### config.mk
export PLATFORM = sky130hd
export DESIGN_NAME = branch_condition_regs
export DESIGN_NICKNAME = d
export VERILOG_FILES = /design/src/branch_regs_pkg.sv /design/src/branch_condition_regs.sv
export SDC_FILE = /design/constraint.sdc
export NUM_CORES = 1
export LEC_CHECK = 0
export BUFFER_PORTS_ARGS = -buffer_cell sky130_fd_sc_hd__buf_2
export CORE_UTILIZATION = 30
export DETAILED_ROUTE_END_ITERATION = 7
export GPL_TIMING_DRIVEN = 0
export PLACE_DENSITY = 0.54
export SLEW_MARGIN = 10
export SYNTH_ARGS = -nofsm -noshare
export SYNTH_HDL_FRONTEND = slang
export SYNTH_SLANG_ARGS = --single-unit
export TNS_END_PERCENT = 10
### constraint.sdc
create_clock -name CORE_CLK_I -period 6.3 [get_ports CORE_CLK_I]
set_clock_uncertainty 0.05 [all_clocks]
set_input_delay 1.575 -clock CORE_CLK_I [delete_from_list [all_inputs] [get_ports CORE_CLK_I]]
set_output_delay 1.575 -clock CORE_CLK_I [all_outputs]
set_load 0.005 [all_outputs]
### src/branch_regs_pkg.sv
/*
  Package for the condition and branch register block: APB offsets, field
  layout, reset values, core command encodings and request/answer carriers.
  Assumes a 32-bit core whose bit 32 is the most significant bit of a word.
*/
package branch_regs_pkg;

  // ==========================================================================
  // register map (byte addresses)
  // ==========================================================================
  localparam logic [11:0] FLAGS_OFF = 12'h000;
  localparam logic [11:0] LOOP_OFF = 12'h004;
  localparam logic [11:0] RET_OFF = 12'h008;
  localparam logic [11:0] BRSTAT_OFF = 12'h00c;
  localparam int ADDR_W = 12;

  // ==========================================================================
  // widths, layout and reset values
  // ==========================================================================
  localparam int WORD_W = 32;
  localparam int FIELD_W = 4;
  localparam int NUM_FIELDS = 8;
  localparam logic [31:0] FLAGS_RST = 32'h0000_0000;
  localparam logic [31:0] LOOP_RST = 32'h0000_0000;
  localparam logic [31:0] RET_RST = 32'h0000_0000;
  // bit positions within one field, counted from its bottom bit
  localparam int LESS_POS = 3;
  localparam int GREATER_POS = 2;
  localparam int ZERO_POS = 1;
  localparam int OVF_POS = 0;
  localparam logic [2:0] PAT_LESS = 3'h4;
  localparam logic [2:0] PAT_GREATER = 3'h2;
  localparam logic [2:0] PAT_ZERO = 3'h1;
  // branch options field bits, top bit first
  localparam int OPT_NO_COND = 4;
  localparam int OPT_COND_TRUE = 3;
  localparam int OPT_NO_DEC = 2;
  localparam int OPT_COUNT_ZERO = 1;
  localparam logic [1:0] TGT_DIRECT = 2'h0;
  localparam logic [1:0] TGT_RETURN = 2'h1;
  localparam logic [1:0] TGT_COUNT = 2'h2;
  // branch status register layout
  localparam int BRSTAT_TAKEN = 0;
  localparam int BRSTAT_VALID = 1;

  // ==========================================================================
  // core commands
  // ==========================================================================
  typedef enum logic [6:0] {
    OP_NONE = 7'h01,
    OP_RECORD = 7'h02,
    OP_STORE_COND = 7'h04,
    OP_COMPARE = 7'h08,
    OP_BRANCH = 7'h10,
    OP_WRITE_RET = 7'h20,
    OP_WRITE_LOOP = 7'h40
  } core_op_t;

  typedef struct packed {
    core_op_t op;
    logic double_word;
    logic record_flag;
    logic [31:0] result;
    logic [31:0] source_a;
    logic [31:0] source_b;
    logic unsigned_cmp;
    logic [4:0] condition_index_field;
    logic [4:0] branch_options_field;
    logic [1:0] target_sel;
    logic link;
    logic [31:0] direct_target;
    logic [31:0] return_addr;
    logic [31:0] gpr_data;
    logic sticky_overflow_summary;
    logic [2:0] store_cond_flags;
  } core_req_t;

  typedef struct packed {
    logic valid;
    logic taken;
    logic [31:0] target;
  } branch_ans_t;

endpackage

### src/branch_condition_regs.sv
/*
  Condition flags file, loop count and return address registers of the core,
  updated from a one-cycle core command and reachable by software over APB.
  Assumes the core presents one command per cycle synchronous to CORE_CLK_I,
  with the final sticky overflow summary, and an APB master on the same clock.
*/
//
// Function
// - eight four-bit condition fields in one word
// - word record forms set field 0 from result
// - negative result gives pattern 100
// - positive nonzero result gives pattern 010
// - zero result gives pattern 001
// - field 0 last bit copies sticky overflow
// - double-word record forms never record field 0
// - store-word-conditional also updates field 0
// - index top three bits pick compare field
// - compare sets less bit when A below operand
// - compare sets greater bit when A above
// - compare sets equal bit on match
// - compare copies sticky overflow into field
// - options may decrement loop count, zero wraps
// - branch to count uses whole loop count
// - return address targets, branch-and-link loads it
// - return address readable and writable from GPR
// - low two return address bits ignored
`timescale 1ns/10ps
module branch_condition_regs
  import branch_regs_pkg::*;
#(
  parameter int XLEN = WORD_W
) (
  input wire logic CORE_CLK_I,
  input wire logic RST_I,
  input wire core_req_t CORE_REQ_I,
  output branch_ans_t BRANCH_O,
  output logic [31:0] FLAGS_O,
  output logic [31:0] LOOP_COUNT_O,
  output logic [31:0] RET_ADDR_O,
  input wire logic PSEL_I,
  input wire logic PENABLE_I,
  input wire logic PWRITE_I,
  input wire logic [ADDR_W-1:0] PADDR_I,
  input wire logic [31:0] PWDATA_I,
  input wire logic [3:0] PSTRB_I,
  output logic [31:0] PRDATA_O,
  output logic PREADY_O,
  output logic PSLVERR_O
);

  // ==========================================================================
  // elaboration check
  // ==========================================================================
  if (XLEN != WORD_W) begin : g_width_check
    $error("branch_condition_regs serves a 32-bit word only");
  end

  // ==========================================================================
  // state
  // ==========================================================================
  typedef struct packed {
    logic [31:0] flags;
    logic [31:0] loop_count;
    logic [31:0] ret_addr;
    logic [31:0] prdata;
    branch_ans_t branch;
  } state_t;

  state_t state_reg;
  state_t state_next;

  localparam state_t STATE_RST = '{
    flags: FLAGS_RST,
    loop_count: LOOP_RST,
    ret_addr: RET_RST,
    prdata: 32'h0000_0000,
    branch: '{valid: 1'b0, taken: 1'b0, target: 32'h0000_0000}
  };

  // ==========================================================================
  // APB decode
  // ==========================================================================
  logic apb_setup;
  logic apb_write;
  logic addr_hit;
  logic [31:0] byte_mask;

  assign apb_setup = PSEL_I && !PENABLE_I;
  assign apb_write = PSEL_I && PENABLE_I && PWRITE_I;
  assign addr_hit = (PADDR_I == FLAGS_OFF) || (PADDR_I == LOOP_OFF) ||
                    (PADDR_I == RET_OFF) || (PADDR_I == BRSTAT_OFF);

  for (genvar b = 0; b < 4; b++) begin : g_lane
    assign byte_mask[8*b +: 8] = {8{PSTRB_I[b]}};
  end

  function automatic logic [31:0] merge(input logic [31:0] old_val,
                                        input logic [31:0] new_val,
                                        input logic [31:0] mask);
    merge = (old_val & ~mask) | (new_val & mask);
  endfunction

  // top bit of field f sits at word bit 31 - 4f (doc bit 32 + 4f)
  function automatic int field_top(input logic [2:0] f);
    field_top = WORD_W - 1 - FIELD_W * int'(f);
  endfunction

  // ==========================================================================
  // core-side results
  // ==========================================================================
  logic [2:0] record_pat;
  logic cmp_less;
  logic cmp_greater;
  logic cmp_equal;
  logic [3:0] cmp_field;
  logic [31:0] loop_dec;
  logic loop_dec_zero;
  logic cond_bit;
  logic cond_ok;
  logic count_ok;
  logic record_en;
  logic [31:0] ret_target;

  always_comb begin
    // sign and zero test of result bits 32..63
    if (CORE_REQ_I.result[31]) begin
      record_pat = PAT_LESS;
    end else if (CORE_REQ_I.result[30:0] != 31'h0000_0000) begin
      record_pat = PAT_GREATER;
    end else begin
      record_pat = PAT_ZERO;
    end
  end

  always_comb begin
    if (CORE_REQ_I.unsigned_cmp) begin
      cmp_less = CORE_REQ_I.source_a < CORE_REQ_I.source_b;
      cmp_greater = CORE_REQ_I.source_a > CORE_REQ_I.source_b;
    end else begin
      cmp_less = $signed(CORE_REQ_I.source_a) < $signed(CORE_REQ_I.source_b);
      cmp_greater = $signed(CORE_REQ_I.source_a) > $signed(CORE_REQ_I.source_b);
    end
    cmp_equal = CORE_REQ_I.source_a == CORE_REQ_I.source_b;
    cmp_field = {cmp_less, cmp_greater, cmp_equal,
                 CORE_REQ_I.sticky_overflow_summary};
  end

  // word operations only; double-word forms leave field 0 alone
  assign record_en = CORE_REQ_I.record_flag && !CORE_REQ_I.double_word;

  // zero minus one wraps to all ones
  assign loop_dec = state_reg.loop_count - 32'h0000_0001;
  assign loop_dec_zero = loop_dec == 32'h0000_0000;

  // flag bit selected by the full five-bit index
  assign cond_bit = state_reg.flags[WORD_W - 1 - int'(CORE_REQ_I.condition_index_field)];
  assign cond_ok = CORE_REQ_I.branch_options_field[OPT_NO_COND] ||
                   (cond_bit == CORE_REQ_I.branch_options_field[OPT_COND_TRUE]);
  assign count_ok = CORE_REQ_I.branch_options_field[OPT_NO_DEC] ||
                    (loop_dec_zero == CORE_REQ_I.branch_options_field[OPT_COUNT_ZERO]);

  assign ret_target = {state_reg.ret_addr[31:2], 2'h0};

  // ==========================================================================
  // next state
  // ==========================================================================
  always_comb begin
    state_next = state_reg;
    state_next.branch.valid = 1'b0;
    state_next.branch.taken = 1'b0;

    // read data captured in the setup cycle, shown in the access cycle
    if (apb_setup) begin
      case (PADDR_I)
        FLAGS_OFF: begin
          state_next.prdata = state_reg.flags;
        end
        LOOP_OFF: begin
          state_next.prdata = state_reg.loop_count;
        end
        RET_OFF: begin
          state_next.prdata = state_reg.ret_addr;
        end
        BRSTAT_OFF: begin
          state_next.prdata = 32'h0000_0000;
          state_next.prdata[BRSTAT_TAKEN] = state_reg.branch.taken;
          state_next.prdata[BRSTAT_VALID] = state_reg.branch.valid;
        end
        default: begin
          state_next.prdata = 32'h0000_0000;
        end
      endcase
    end

    // software writes first, so a core update in the same cycle wins
    if (apb_write) begin
      case (PADDR_I)
        FLAGS_OFF: begin
          state_next.flags = merge(state_reg.flags, PWDATA_I, byte_mask);
        end
        LOOP_OFF: begin
          state_next.loop_count = merge(state_reg.loop_count, PWDATA_I, byte_mask);
        end
        RET_OFF: begin
          state_next.ret_addr = merge(state_reg.ret_addr, PWDATA_I, byte_mask);
        end
        default: begin
        end
      endcase
    end

    case (CORE_REQ_I.op)
      OP_RECORD: begin
        if (record_en) begin
          state_next.flags[31:28] = {record_pat,
                                     CORE_REQ_I.sticky_overflow_summary};
        end
      end
      OP_STORE_COND: begin
        state_next.flags[31:28] = {CORE_REQ_I.store_cond_flags,
                                   CORE_REQ_I.sticky_overflow_summary};
      end
      OP_COMPARE: begin
        // upper three index bits name the field, all four bits are written
        state_next.flags[field_top(CORE_REQ_I.condition_index_field[4:2]) -: FIELD_W]
          = cmp_field;
      end
      OP_BRANCH: begin
        if (!CORE_REQ_I.branch_options_field[OPT_NO_DEC]) begin
          state_next.loop_count = loop_dec;
        end
        if (CORE_REQ_I.link) begin
          state_next.ret_addr = CORE_REQ_I.return_addr;
        end
        state_next.branch.valid = 1'b1;
        state_next.branch.taken = cond_ok && count_ok;
        case (CORE_REQ_I.target_sel)
          TGT_RETURN: begin
            state_next.branch.target = ret_target;
          end
          TGT_COUNT: begin
            state_next.branch.target = state_reg.loop_count;
          end
          default: begin
            state_next.branch.target = CORE_REQ_I.direct_target;
          end
        endcase
      end
      OP_WRITE_RET: begin
        state_next.ret_addr = CORE_REQ_I.gpr_data;
      end
      OP_WRITE_LOOP: begin
        state_next.loop_count = CORE_REQ_I.gpr_data;
      end
      default: begin
      end
    endcase
  end

  always_ff @(posedge CORE_CLK_I or posedge RST_I) begin
    if (RST_I) begin
      state_reg <= STATE_RST;
    end else begin
      state_reg <= state_next;
    end
  end

  // ==========================================================================
  // outputs
  // ==========================================================================
  assign BRANCH_O = state_reg.branch;
  assign FLAGS_O = state_reg.flags;
  assign LOOP_COUNT_O = state_reg.loop_count;
  assign RET_ADDR_O = state_reg.ret_addr;
  assign PRDATA_O = state_reg.prdata;
  assign PREADY_O = 1'b1;
  assign PSLVERR_O = PSEL_I && PENABLE_I && !addr_hit;

endmodule

-- After elaboration in Yosys (flattened, before gate mapping)
Index checks and enable logic that the tools add are counted.
- output and inout bits: 164
- register bits: 162
- word-level logic and storage cells: 79
- eq/ne operators: 14
- bitwise operators: 8
- shifts and indexed selects: 2
- muxes and demuxes: 22
- add/sub/neg operators: 4
- reductions and logical operators: 17
- $lt $le $gt $ge: 5
- operators by type and width (kind ; count):
    case mux 32 bit (2 select lines) ; 3
    2-to-1 mux 32 bit ; 5
    AND 32 bit ; 4
    case mux 32 bit (4 select lines) ; 1
    2-to-1 mux 96 bit ; 1
    bitwise OR 32 bit ; 3
    > comparator 32 bit ; 2
    less-than comparator 32 bit ; 2
    variable shift 4 x 33 -> 35 bit (first input constant) ; 1
    variable part select 4 x 33 -> 35 bit ; 1
    2-to-1 mux 34 bit ; 1
    negator 6 -> 33 bit ; 1
    bitwise mux 32 bit ; 1
    equality test 32 bit ; 1
    zero test 32 bit ; 1
    NOT 32 bit ; 1
    subtractor 32 x 1 -> 32 bit (second input constant) ; 1
    nonzero test 31 bit ; 1
    2-to-1 mux 28 bit ; 1
    equality test 12 x 4 -> 1 bit (second input constant) ; 2
    equality test 12 x 3 -> 1 bit (second input constant) ; 1
    zero test 12 bit ; 1
    case mux 4 bit (3 select lines) ; 1
    subtractor 5 x 5 -> 6 bit (first input constant) ; 2
    other kinds (18) ; 33

-- Longest topological paths before layout
- depth after elaboration: 8
- mapped depth: 12
- mapped depth without buffers: 9

-- Least setup slack after synthesis
OpenSTA, ideal clock, no wires.
- kind: input to output
- start point: in PADDR_I[1]
- end point: out PSLVERR_O
- required time: 4.675 ns
- arrival: 2.480 ns
- path buffers: 0
- stages: 3
- path slack: 2.195 ns
- cells stage by stage: nor4_1 > nand4_1 > and3_1
- cells in the longest elaborated chain, start to end: 6
- elaborated cells between the ends (all ways): 9
- ends and longest elaborated chain (element ; line ; RTL):
    start: declaration ; branch_condition_regs.sv:43 ; input wire logic [ADDR_W-1:0] PADDR_I,
    equality test 12 x 3 -> 1 bit or zero test 12 bit (tied branches) ; branch_condition_regs.sv:90 ; assign addr_hit = (PADDR_I == FLAGS_OFF) || (PADDR_I == LOOP_OFF) ||
    logical OR 1 bit (2 in a row) ; branch_condition_regs.sv:90 ;
    logical OR 1 bit (*) ; branch_condition_regs.sv:91 ; (PADDR_I == RET_OFF) || (PADDR_I == BRSTAT_OFF);
    zero test 1 bit (*) ; branch_condition_regs.sv:277 ; assign PSLVERR_O = PSEL_I && PENABLE_I && !addr_hit;
    logical AND 1 bit (*) ; branch_condition_regs.sv:277 ;
    end: declaration ; branch_condition_regs.sv:48 ; output logic PSLVERR_O
Every way passes the cells marked *; elsewhere a longest branch is shown, timed or not.

-- Final worst setup path
Same ends and word-level chain as after synthesis.

==> results.py <==
metrics = {
    "run_status": {
        "status": "finished clean",
    },
    "cells_and_area": {
        "final_common_cell": "buf_2",
        "layout.nets": 2083,
        "drive_gt1_frac": 0.294,
        "postLayoutCoreUtil": 0.397,
        "area_growth_pct": 30.1,
        "fin_area_sq_mm": 0.0149,
        "layout_common_cells": "buf_2, dfrtp_1, mux2i_1",
    },
    "setup_path": {
        "cp.required_ns": 4.68,
        "criticalPathCategory": "in -> out",
        "critPathMaxFanout": 9,
        "cp.arrival_ns": 3.73,
        "cp-end-kind": "output pin",
        "critPathLaunchType": "input pin",
    },
    "grt": {
        "grt_max_degree": 91,
        "grt_pass1_wl_microns": 81900,
        "gr-total-overflow": 0,
        "antenna_found_initial": 6,
        "grt_pass1_vias": 12300,
        "gr-usage-all-layers": 0.289,
    },
    "timing": {
        "tightestPinTransition_ns": 1.16,
        "min_period_ns": 5.36,
        "slew_headroom": 0.222,
        "rsz0062_at_grt": "false",
        "max_freq_ghz": 0.187,
        "fin_tns_setup_ns": 0,
        "hold_viol": 0,
        "drv_slew": 0,
        "fin_crit_sh": 0.850,
        "finalSetupViolCount": 0,
    },
    "detailed_routing": {
        "avgRoutedWirePerCell_microns": 25.1,
        "vias_per_cell": 5.58,
        "drtAntennaViolNets": 0,
        "dr.pass1.iters": 5,
        "drc": 0,
        "drt_wl_total_microns": 57700,
        "drtIter0Drc": 1072,
        "num_vias": 12900,
    },
    "synthesis": {
        "synthFlopType": "dfrtp_1",
        "seq_area_frac_synth": 0.354,
        "synth-seq-cells": 162,
        "synth-edff-count": 0,
        "synth.avg_cell_area_sq_um": 8.64,
        "netlist_area_sq_mm": 0.0115,
        "synth.yosys.warnings": 0,
        "async_flop_share": 1.00,
        "synthCells": 1326,
        "syn_nets": 1634,
        "synth.distinct_cells": 71,
    },
    "die": {
        "die_y_microns": 197,
        "rows": 71,
        "io-pin-count": 436,
        "die_x_microns": 197,
        "core_sq_mm": 0.0376,
        "dieArea_sq_mm": 0.0390,
        "initial_core_util": 0.305,
    },
    "placed_design": {
        "place_hpwl_microns": 45700,
        "place.port_buffers": 429,
        "routabilityCongestion": 0.945,
        "place_area_sq_mm": 0.0143,
    },
    "pwr": {
        "leakage_nw": 6.86,
        "p_per_area_mw_per_mm2": 232,
        "ir_drop_v": 0.000181,
    },
    "cts": {
        "cts_htree_levels": 4,
        "clock_latency_ns": 0.44,
        "cts_buffers": 17,
        "post_cts_resized": 0,
        "clockRootBuffer": "clkbuf_16",
        "clock_path_buffers": 2,
        "cts_tree": "yes",
        "clk_pin_slew_worst_paths_ns": 0.06,
        "postCtsSetupRepairBufs": 0,
        "hold_buffers": 0,
        "clock_sinks": 162,
    },
    "flow_run": {
        "maxCapViolations": 0,
    },
    "min_path": {
        "min_path_type": "reg -> reg",
    },
}
kinds of logic after synthesis:
group                      after synthesis  synth area share
DFF                                    162             0.354
xor gates and xnor gates                19            0.0145
muxes                                  156             0.146
buffers and inverters                  146            0.0517
adders and majority gates               36            0.0393
AOI/OAI and AO/OA                      392             0.219
other                                    1          0.000327
and+or+nand+nor                        414             0.175
metal layers:
metal / global-route usage / part of all wire
met5: 0 / 0.00035
met4: 0.0850 / 0.024
met3: 0.0596 / 0.081
met2: 0.495 / 0.48
met1: 0.363 / 0.41
state kept, by name, indices dropped and copies added, names as in the netlist:
| name | flops |
|---|---|
| LOOP_COUNT_O | 32 |
| BRANCH_O | 34 |
| RET_ADDR_O | 32 |
| FLAGS_O | 32 |
| PRDATA_O | 32 |
cell type report:
cell class              count  area, sq um
fillers                  3951        22700
well taps                 511          639
diodes                      5         12.5
flip-flops and latches    162         4050
plain buffers             106          442
multi-input cells        1018         6810
inverters                  40          158
clock inverters            13          160
clock buffers              19          453
repair buffers            430         2170
power by group:
part | internal (mW) | switching (mW)
combinational | 0.422 | 0.612
clock | 0.645 | 0.474
sequential | 1.15 | 0.164
total | 2.21 | 1.25
cell usage after synthesis, drive strengths merged (4+ instances only):
library cell,instances,share of area
a311oi,4,0.0031
and3,4,0.0022
a41oi,4,0.0031
a21oi,93,0.041
dfrtp,162,0.35
nand3,10,0.0044
o221ai,10,0.0076
o21ai,109,0.048
o31ai,34,0.022
nor2b,8,0.0044
mux2,17,0.017
nand3b,5,0.0033
a22oi,74,0.049
nand2,128,0.042
a221o,4,0.0035
nor4,23,0.015
xor2,6,0.0046
or2,12,0.0066
clkbuf,87,0.029
o22ai,16,0.0087
mux4,7,0.014
nor2,132,0.043
inv,40,0.013
or4,10,0.0066
mux2i,132,0.12
and2,4,0.0022
or3,7,0.0043
nand2b,13,0.0071
buf,19,0.010
ha,36,0.039
xnor2,13,0.0099
a21o,14,0.0092
and4,5,0.0038
nand4,19,0.010
nor3,25,0.013
worst max-delay path, cell delays in order:
cell	delay (ns)
buf_2	0.09
nor4_1	0.41
nand4_1	0.93
and3_1	0.58
buf_2	0.13
final timing paths:
kind,from,slack [ns],to,cells after the start
max,PADDR_I[1],0.94,PSLVERR_O,5
min,BRANCH_O[20],0.42,BRANCH_O[20],2
max reg2reg,LOOP_COUNT_O[1],2.01,BRANCH_O[32],11
min reg2reg,BRANCH_O[20],0.42,BRANCH_O[20],2
max in group asynchronous,RST_I,4.13,PRDATA_O[24],3
min in group asynchronous,RST_I,1.16,RET_ADDR_O[10],2
metrics by stage:
stage / std cells / power, mW / setup WS (ns) / hold slack (ns)
6_report: 2304 / 3.46 / 0.943 / 0.424
5_1_grt: 2301 / 3.60 / 0.912 / 0.450
4_1_cts: 2299 / 3.45 / 1.09 / 0.430
3_3_place_gp: 2266 / 2.33 / -2.11 / 0.408
2_1_floorplan: 1326 / 1.84 / 0.298 / 0.423
3_5_place_dp: 2267 / 2.34 / 1.08 / 0.414
Power figures use the tool's default switching activity.
